## config.mk

```make
export PLATFORM = sky130hd
export DESIGN_NAME = rpt_timer
export DESIGN_NICKNAME = d
export VERILOG_FILES = /design/src/hw/rpt_timer.v
export VERILOG_INCLUDE_DIRS = /design/src /design/src/hw
export SDC_FILE = /design/constraint.sdc
export NUM_CORES = 1
export LEC_CHECK = 0
export ABC_AREA = 1
export ABC_CLOCK_PERIOD_IN_PS = 2900
export BUFFER_PORTS_ARGS = -buffer_cell sky130_fd_sc_hd__buf_2
export CAP_MARGIN = 20
export CORE_UTILIZATION = 55
export CTS_BUF_LIST = sky130_fd_sc_hd__clkbuf_16
export CTS_CLUSTER_SIZE = 8
export DETAILED_ROUTE_END_ITERATION = 7
export HOLD_SLACK_MARGIN = 0.02
export PLACE_DENSITY = 0.71
export SLEW_MARGIN = 30
export SYNTH_ARGS = -nofsm -noshare
export SYNTH_HDL_FRONTEND = slang
export SYNTH_SLANG_ARGS = --single-unit
export TNS_END_PERCENT = 30
```

## constraint.sdc

```tcl
create_clock -name mclk_i -period 2.9 [get_ports mclk_i]
set_input_delay 0.58 -clock mclk_i [delete_from_list [all_inputs] [get_ports mclk_i]]
set_output_delay 0.58 -clock mclk_i [all_outputs]
set_load 0.01 [all_outputs]
```

## src/hw/rpt_defines.vh

```
`ifndef RPT_DEFINES_VH
`define RPT_DEFINES_VH

// ----------------------------------------
// Register indices
// ----------------------------------------
`define RPT_ADDR_CTRL 4'h0
`define RPT_ADDR_PIN 4'h1
`define RPT_ADDR_MODE 4'h2
`define RPT_ADDR_ROUTE 4'h3
`define RPT_ADDR_PRE 4'h4
`define RPT_ADDR_MAIN 4'h5

// ----------------------------------------
// Field positions
// ----------------------------------------
`define RPT_CTRL_START 0
`define RPT_CTRL_STOP 2
`define RPT_PIN_LEVEL 0
`define RPT_PIN_OSTOP 2
`define RPT_PIN_INVEN 3
`define RPT_PIN_PORT1 4
`define RPT_PIN_PORT2 5
`define RPT_MODE_SRC_LSB 4
`define RPT_MODE_SRC_MSB 6

// ----------------------------------------
// Reset values and encodings
// ----------------------------------------
`define RPT_RST_BYTE 8'h00
`define RPT_RST_CNT 8'hff
`define RPT_SRC_DIV1 3'h0
`define RPT_SRC_DIV8 3'h1
`define RPT_SRC_OSC 3'h2
`define RPT_SRC_DIV2 3'h3
`define RPT_SRC_SUB32 3'h4
`define RPT_SRC_SUB 3'h6
`define RPT_ROUTE_A 2'h1
`define RPT_ROUTE_B 2'h2

`endif

```

## src/hw/rpt_timer.v

```verilog
// Function
// - 8-bit main counter behind 8-bit prescaler
// - Each stage reload plus counter, one address
// - Pulse mode toggles primary pin on underflow
// - Decrement, reload on underflow, keep counting
// - Division is (pre+1)(main+1)
// - Six selectable count sources
// - Writing start bit 1 starts counting
// - Start 0 or forced stop 1 halts
// - Interrupt request on main underflow
// - Inverted pin copies complement when enabled
// - Polarity bit sets starting output level
// - Mode register write forces starting level
// - Output stop bit stops primary drive
// - Two-bit field routes primary to pin
// - Stopped write loads reload and counter
// - Running write also loads both
// - Reads return count, not reload
// - Primary pin is pulse or port
//
// Added by the designer: the register addresses and the address-and-strobe port.
`timescale 1ns/1ps
`include "rpt_defines.vh"

module rpt_timer
#(
    parameter WIDTH = 8
)
(
    input wire mclk_i,
    input wire reset_i,
    input wire ce_i,
    input wire [3:0] addr_i,
    input wire [7:0] wdata_i,
    input wire wr_i,
    input wire rd_i,
    input wire osc_clk_i,
    input wire sub_clk_i,
    output reg [7:0] rdata_o,
    output reg irq_o,
    output reg pin_a_o,
    output reg pin_a_oe_o,
    output reg pin_b_o,
    output reg pin_b_oe_o,
    output reg inv_pin_o,
    output reg inv_pin_oe_o
);

    // ----------------------------------------
    // Software state
    // ----------------------------------------
    reg count_start_bit;
    reg [7:0] pin_control_reg;
    reg [7:0] timer_mode_reg;
    reg [1:0] pin_route_reg;
    reg [WIDTH-1:0] pre_reload;
    reg [WIDTH-1:0] prescaler_value;
    reg [WIDTH-1:0] main_reload;
    reg [WIDTH-1:0] main_count_value;
    reg pulse_level;
    reg [2:0] div_cnt;
    reg [4:0] sub_div;
    reg [2:0] osc_sync;
    reg [2:0] sub_sync;
    reg osc_level;
    reg sub_level;
    reg osc_prev;
    reg sub_prev;
    reg sub_cnt_prev;
    reg tick;
    reg sub32_pulse;

    wire start_level_select = pin_control_reg[`RPT_PIN_LEVEL];
    wire pulse_output_stop = pin_control_reg[`RPT_PIN_OSTOP];
    wire inverted_output_enable = pin_control_reg[`RPT_PIN_INVEN];
    wire [2:0] src_sel = timer_mode_reg[`RPT_MODE_SRC_MSB:`RPT_MODE_SRC_LSB];
    wire wr_ctrl = wr_i && addr_i == `RPT_ADDR_CTRL;
    wire wr_pre = wr_i && addr_i == `RPT_ADDR_PRE;
    wire wr_main = wr_i && addr_i == `RPT_ADDR_MAIN;
    wire wr_mode = wr_i && addr_i == `RPT_ADDR_MODE;

    // ----------------------------------------
    // Foreign clocks, three-stage sampling
    // ----------------------------------------
    // Oscillator and sub-clock are far slower than mclk, so edge
    // detection on the filtered level is enough to make a tick.
    always @(posedge mclk_i)
    begin
        if (reset_i)
        begin
            osc_sync <= 3'h0;
            sub_sync <= 3'h0;
            osc_level <= 1'b0;
            sub_level <= 1'b0;
            osc_prev <= 1'b0;
            sub_prev <= 1'b0;
        end
        else if (ce_i)
        begin
            osc_sync <= {osc_sync[1:0], osc_clk_i};
            sub_sync <= {sub_sync[1:0], sub_clk_i};
            if (osc_sync[1] == osc_sync[2])
                osc_level <= osc_sync[2];
            if (sub_sync[1] == sub_sync[2])
                sub_level <= sub_sync[2];
            osc_prev <= osc_level;
            sub_prev <= sub_level;
        end
    end

    wire osc_rise = osc_level && !osc_prev;
    wire sub_rise = sub_level && !sub_prev;

    // ----------------------------------------
    // Count source dividers
    // ----------------------------------------
    always @(posedge mclk_i)
    begin
        if (reset_i)
        begin
            div_cnt <= 3'h0;
            sub_div <= 5'h00;
            sub_cnt_prev <= 1'b0;
            sub32_pulse <= 1'b0;
        end
        else if (ce_i)
        begin
            div_cnt <= div_cnt + 3'h1;
            if (sub_rise)
                sub_div <= sub_div + 5'h01;
            sub_cnt_prev <= sub_div[4];
            sub32_pulse <= sub_div[4] && !sub_cnt_prev;
        end
    end

    always @*
    begin
        case (src_sel)
            `RPT_SRC_DIV1: tick = 1'b1;
            `RPT_SRC_DIV2: tick = div_cnt[0];
            `RPT_SRC_DIV8: tick = div_cnt == 3'h7;
            `RPT_SRC_OSC: tick = osc_rise;
            `RPT_SRC_SUB32: tick = sub32_pulse;
            `RPT_SRC_SUB: tick = sub_rise;
            default: tick = 1'b0;
        endcase
    end

    // ----------------------------------------
    // Counting chain
    // ----------------------------------------
    wire pre_zero = prescaler_value == {WIDTH{1'b0}};
    wire main_zero = main_count_value == {WIDTH{1'b0}};
    wire run_tick = count_start_bit && tick;
    wire main_under = run_tick && pre_zero && main_zero;

    always @(posedge mclk_i)
    begin
        if (reset_i)
        begin
            count_start_bit <= 1'b0;
            pin_control_reg <= `RPT_RST_BYTE;
            timer_mode_reg <= `RPT_RST_BYTE;
            pin_route_reg <= 2'h0;
            pre_reload <= `RPT_RST_CNT;
            prescaler_value <= `RPT_RST_CNT;
            main_reload <= `RPT_RST_CNT;
            main_count_value <= `RPT_RST_CNT;
            pulse_level <= 1'b0;
        end
        else if (ce_i)
        begin
            if (wr_ctrl)
            begin
                if (wdata_i[`RPT_CTRL_STOP])
                    count_start_bit <= 1'b0;
                else
                    count_start_bit <= wdata_i[`RPT_CTRL_START];
            end
            if (wr_i && addr_i == `RPT_ADDR_PIN)
                pin_control_reg <= wdata_i;
            if (wr_i && addr_i == `RPT_ADDR_ROUTE)
                pin_route_reg <= wdata_i[1:0];
            if (wr_mode)
                timer_mode_reg <= wdata_i;
            // Prescaler stage; a write wins over counting
            if (wr_pre)
            begin
                pre_reload <= wdata_i[WIDTH-1:0];
                prescaler_value <= wdata_i[WIDTH-1:0];
            end
            else if (run_tick)
            begin
                if (pre_zero)
                    prescaler_value <= pre_reload;
                else
                    prescaler_value <= prescaler_value - 1'b1;
            end
            // Main stage steps only on prescaler underflow
            if (wr_main)
            begin
                main_reload <= wdata_i[WIDTH-1:0];
                main_count_value <= wdata_i[WIDTH-1:0];
            end
            else if (run_tick && pre_zero)
            begin
                if (main_zero)
                    main_count_value <= main_reload;
                else
                    main_count_value <= main_count_value - 1'b1;
            end
            if (wr_mode)
                pulse_level <= start_level_select;
            else if (main_under)
                pulse_level <= !pulse_level;
        end
    end

    // ----------------------------------------
    // Register reads and pins
    // ----------------------------------------
    // Pins are registered so every output leaves a flip-flop; costs
    // one cycle of delay relative to the internal level.
    always @(posedge mclk_i)
    begin
        if (reset_i)
        begin
            rdata_o <= 8'h00;
            irq_o <= 1'b0;
            pin_a_o <= 1'b0;
            pin_a_oe_o <= 1'b0;
            pin_b_o <= 1'b0;
            pin_b_oe_o <= 1'b0;
            inv_pin_o <= 1'b0;
            inv_pin_oe_o <= 1'b0;
        end
        else if (ce_i)
        begin
            rdata_o <= 8'h00;
            if (rd_i)
            begin
                case (addr_i)
                    `RPT_ADDR_CTRL: rdata_o <= {7'h00, count_start_bit};
                    `RPT_ADDR_PIN: rdata_o <= pin_control_reg;
                    `RPT_ADDR_MODE: rdata_o <= timer_mode_reg;
                    `RPT_ADDR_ROUTE: rdata_o <= {6'h00, pin_route_reg};
                    `RPT_ADDR_PRE: rdata_o <= prescaler_value;
                    `RPT_ADDR_MAIN: rdata_o <= main_count_value;
                    default: rdata_o <= 8'h00;
                endcase
            end
            irq_o <= main_under;
            // Stopped drive hands the pin to the port latch bit
            pin_a_oe_o <= pin_route_reg == `RPT_ROUTE_A;
            pin_b_oe_o <= pin_route_reg == `RPT_ROUTE_B;
            pin_a_o <= pulse_output_stop ? pin_control_reg[`RPT_PIN_PORT1] : pulse_level;
            pin_b_o <= pulse_output_stop ? pin_control_reg[`RPT_PIN_PORT1] : pulse_level;
            inv_pin_oe_o <= 1'b1;
            inv_pin_o <= inverted_output_enable ? !pulse_level
                : pin_control_reg[`RPT_PIN_PORT2];
        end
    end

endmodule

```

-- After elaboration in Yosys (flattened, before gate mapping)
Cells that the tools add are included.
- word-level logic and storage cells: 94
- bits of input ports: 19
- output and inout port bits: 15
- memories kept: 0
- bits in writable memories: 0
- register bits: 86
- latch bits: 0
- memory bits (read-only): 0
- order comparisons: 0
- reductions and logical operators: 35
- bitwise gates (word level): 0
- $mul: 0
- $add $sub $neg: 4
- shift-type cells: 0
- equality and inequality tests: 15
- muxes and demuxes: 14
- div/mod/pow operators: 0
- operators by type and width (kind ; number):
    $mux 8 ; 7
    $pmux 8 s6 ; 1
    $reduce_and 2->1 ; 12
    $logic_not 8->1 ; 2
    $sub 8x1->8 const B ; 2
    $logic_and 1x1->1 ; 12
    $eq 3x3->1 const B ; 3
    $eq 4x2->1 const B ; 2
    $eq 4x3->1 const B ; 2
    $eq 3x2->1 const B ; 2
    $pmux 1 s6 ; 1
    $reduce_bool 2->1 ; 3
    $add 5x1->5 const B ; 1
    $mux 1 ; 5
    $eq 4x1->1 const B ; 1
    $logic_not 1->1 ; 4
    $logic_not 4->1 ; 1
    $add 3x1->3 const B ; 1
    $eq 3x1->1 const B ; 1
    $logic_not 3->1 ; 1
    $eq 1x1->1 ; 2
    $eq 2x1->1 const B ; 1
    $eq 2x2->1 const B ; 1

-- Longest topological paths before layout
- word-level depth: 8
- depth in mapped cells: 11
- depth with buffers taken out: 11

-- Worst setup path after synthesis
OpenSTA, ideal clock, no wires.
- path kind: input to register
- start: in ce_i
- end: reg prescaler_value[2]
- arrival: 1388 ps
- slack: 1382 ps
- cell stages on the path: 8
- path buffers: 0
- path through: nand2_1 o21bai_1 nor2_1 nand2_1 nand2_2 inv_2 nand2_1 nand3_1
- longest elaborated chain between the ends: 1
- ends and longest elaborated chain (item ; RTL line ; text):
    start: declaration ; rpt_timer.v:32 ; input wire ce_i,
    $reduce_and 2->1 (no line) ; -- ;
    end signal: assignment ; rpt_timer.v:166 ; prescaler_value <= `RPT_RST_CNT;
    end signal: assignment ; rpt_timer.v:190 ; prescaler_value <= wdata_i[WIDTH-1:0];
    end signal: assignment ; rpt_timer.v:195 ; prescaler_value <= pre_reload;
    end: declaration ; rpt_timer.v:57 ; reg [WIDTH-1:0] prescaler_value;
Every way passes these cells.
A chain may end at the register's enable or synchronous reset.

-- Final worst setup path
- start: in addr_i[2]
- end: reg main_count_value[2]
- longest elaborated chain between the ends: 4
- elaborated cells between the ends (all ways): 5
- those cells by class: 1 x eq/ne; 1 x mux; 3 x reduce/logical
- ends and longest elaborated chain (item ; RTL line ; text):
    start: declaration ; rpt_timer.v:33 ; input wire [3:0] addr_i,
    $eq 4x3->1 (*) ; -- ;
    $logic_and 1x1->1 (no line) (*) ; -- ;
    $reduce_bool 2->1 (no line) ; -- ;
    $reduce_and 2->1 (no line) ; -- ;
    end signal: assignment ; rpt_timer.v:168 ; main_count_value <= `RPT_RST_CNT;
    end signal: assignment ; rpt_timer.v:203 ; main_count_value <= wdata_i[WIDTH-1:0];
    end signal: assignment ; rpt_timer.v:208 ; main_count_value <= main_reload;
    end: declaration ; rpt_timer.v:59 ; reg [WIDTH-1:0] main_count_value;
Mark *: on every way between the ends. The rest lies on a longest branch, timed or not.

==> impl_metrics.tcl <==
set metrics [dict create \
    vias 4194 \
    tightest_slew_ps 816 \
    grt_pass1_wl_um 18800 \
    antenna_cells 0 \
    timing.final.crit_share 0.661 \
    clkTransAtPathRegs_ps 60 \
    drc_errors 0 \
    status "completed" \
    hp-class "reg2reg" \
    drive_gt1_frac 0.130 \
    fin_ws_ps 983 \
    max_slew_margin 0.455 \
    synth.distinct_cells 33 \
    port_buffers 33 \
    fp.dieW_um 91.0 \
    leakagePower_nw 2.26 \
    grt_pass1_vias 3882 \
    wl_per_cell_um 14.7 \
    ctsHoldBuffers 0 \
    synthCells 625 \
    min_from "pin_control_reg[6]$_SDFFE_PP0P_" \
    crit_type "in2reg" \
    cts_tree "done" \
    maxCapViolCount 0 \
    setup_tns_ps 0 \
    ant_nets 0 \
    async_flop_share 0 \
    synth_edf_count 0 \
    min_to "pin_control_reg[6]$_SDFFE_PP0P_" \
    synth_compound_area_frac 0.172 \
    synthTopCellsByArea "dfxtp_1 40%, nand2_1 11%, nand3_1 9.8%" \
    rr_worst_depth 9 \
    rrSetupSlack_ps 1160 \
    track_usage 0.285 \
    synthMuxAreaShare 0 \
    synth-simple-area-share 0.305 \
    rsz0062_at_grt "false" \
    p_per_area_nw_per_um2 546 \
    hold_violations 0 \
    mostFrequentLayoutCell "nand2_1" \
    seq_area_sq_um 1720 \
    postCtsSetupRepairBufs 0 \
    crit_path_end_kind "flop" \
    crit_fanout 17 \
    min_delay_path_depth 2 \
    cts-resized-gates 0 \
    yosys_warnings 0 \
    htreeDepth 3 \
    setup_viol 0 \
    fin_worst_skew_ps 5.09 \
    num_io_pins 34 \
    syn-num-nets 651 \
    initial_utilization 0.566 \
    seq_area_frac_synth 0.395 \
    dr.pass1.iters 5 \
    max_freq_mhz 522 \
    synth_top_area_frac 0.395 \
    cts_root_buf "clkbuf_16" \
    synth_area_sq_um 4350 \
    core_area_sq_um 7690 \
    dp_hpwl_um 8030 \
    routed_wl_um 11200 \
    synth_top_family_by_area "simple AND/OR/NAND/NOR gates" \
    num_rows 32 \
    synth.avg_cell_area_sq_um 6.97 \
    ctsLongestPathBuffers 2 \
    die-area_sq_um 8280 \
    synth_seq_cells 86 \
    synth_top_area_cell "dfxtp_1" \
    yosys.area_share.xor_xnor 0.00805 \
    final_max_slew_viol_count 0 \
    grt-ovfl-total 0 \
    synth_ff_type "dfxtp_1" \
    cts_sinks 86 \
    final_cell_mix "128 x nand2_1, 86 x dfxtp_1, 85 x nand3_1" \
    preCtsSetupSlack_ps 694 \
    die_y_um 91.0 \
    multi_input_area_sq_um 2200 \
    globalplace.congestion 0.879 \
    fillers 729 \
    numCtsBuffers 9 \
    worstSkewPairLatency_ps 330 \
    min_period_ps 1920 \
    grt_max_degree 36 \
    synth_adder_area_share 0.0201 \
    worstSetupStartpointType "input pin" \
    vias_per_cell 5.53 \
    drt-initial-drc-count 319 \
    synthToLayoutAreaGrowth_pct 12.5 \
    holdWs_ps 452 \
    worstPathArrival_ps 2130 \
    reg2reg_to "main_count_value[2]$_SDFFE_PP1P_" \
    reg2reg_from "main_count_value[0]$_SDFFE_PP1P_" \
    final_nets 677 \
    vdd_drop_max_uv 370 \
    antenna_found_initial 0 \
    required_ps 3110 \
]
==> worst max-delay path by stage <==
stage / from / to / slack (ps) / depth (start not counted)
4_1_cts: addr_i[2] / main_count_value[2]$_SDFFE_PP1P_ / 1030 / 10
3_5_place_dp: addr_i[2] / main_count_value[2]$_SDFFE_PP1P_ / 690 / 10
3_3_place_gp: addr_i[2] / main_count_value[2]$_SDFFE_PP1P_ / 740 / 10
2_1_floorplan: ce_i / prescaler_value[2]$_SDFFE_PP1P_ / 1380 / 8
5_1_grt: addr_i[2] / main_count_value[2]$_SDFFE_PP1P_ / 810 / 10
6_report: addr_i[2] / main_count_value[2]$_SDFFE_PP1P_ / 980 / 10
==> power by group <==
part | switching, W | internal, W
clock network | 0.000498 | 0.000765
logic | 0.000131 | 0.0000600
registers | 0.0000164 | 0.00121
total | 0.000645 | 0.00203
==> area by class of cell <==
| cell class | instances | share of cell area |
|---|---|---|
| Sequential cell | 86 | 0.352 |
| Inverter | 78 | 0.0598 |
| Tap cell | 102 | 0.0261 |
| Clock buffer | 9 | 0.0460 |
| Timing Repair Buffer | 40 | 0.0470 |
| Multi-Input combinational cell | 436 | 0.449 |
| Clock inverter | 7 | 0.0210 |
==> through the flow <==
| stage | area, sq um | power [W] | instances | util |
|---|---|---|---|---|
| 3_5_place_dp | 4570 | 0.00144 | 742 | 0.594 |
| 2_1_floorplan | 4350 | 0.00137 | 625 | - |
| 3_3_place_gp | 4570 | 0.00143 | 742 | 0.594 |
| 4_1_cts | 4900 | 0.00268 | 758 | 0.637 |
| 6_report | 4900 | 0.00268 | 758 | 0.637 |
| 5_1_grt | 4900 | 0.00277 | 758 | 0.637 |
==> critical path, stage by stage <==
cell and delay, ps:
buf_2 140, inv_2 70, nor2_8 230, nand2_2 140
nor2_2 430, inv_1 220, nand3_1 120, o21ai_0 80
nand2_1 60, nand3_1 70
==> cell families after synthesis <==
family | count (synthesis)
simple gates | 289
compound gates | 136
buf+inv | 103
flops | 86
fa+ha+maj | 7
xor+xnor | 4
==> per-layer routing <==
metal | global-route usage | vias up | part of all wire
li1 | - | 2121 | -
met1 | 0.381 | 1932 | 0.46
met2 | 0.478 | 122 | 0.47
met3 | 0.0327 | 19 | 0.052
met4 | 0.0979 | 0 | 0.019
met5 | 0 | - | 0
==> Yosys cell counts, drive strengths merged (2+ instances only) <==
library cell,number
nand4,4
clkinv,3
nand3,88
o221ai,9
inv,75
nor2,58
dfxtp,86
o211ai,8
a21oi,55
clkbuf,12
nand2,135
o21ai,61
nor3,2
ha,7
buf,13
xnor2,3
Note: power is estimated with default switching activity, not from simulation.
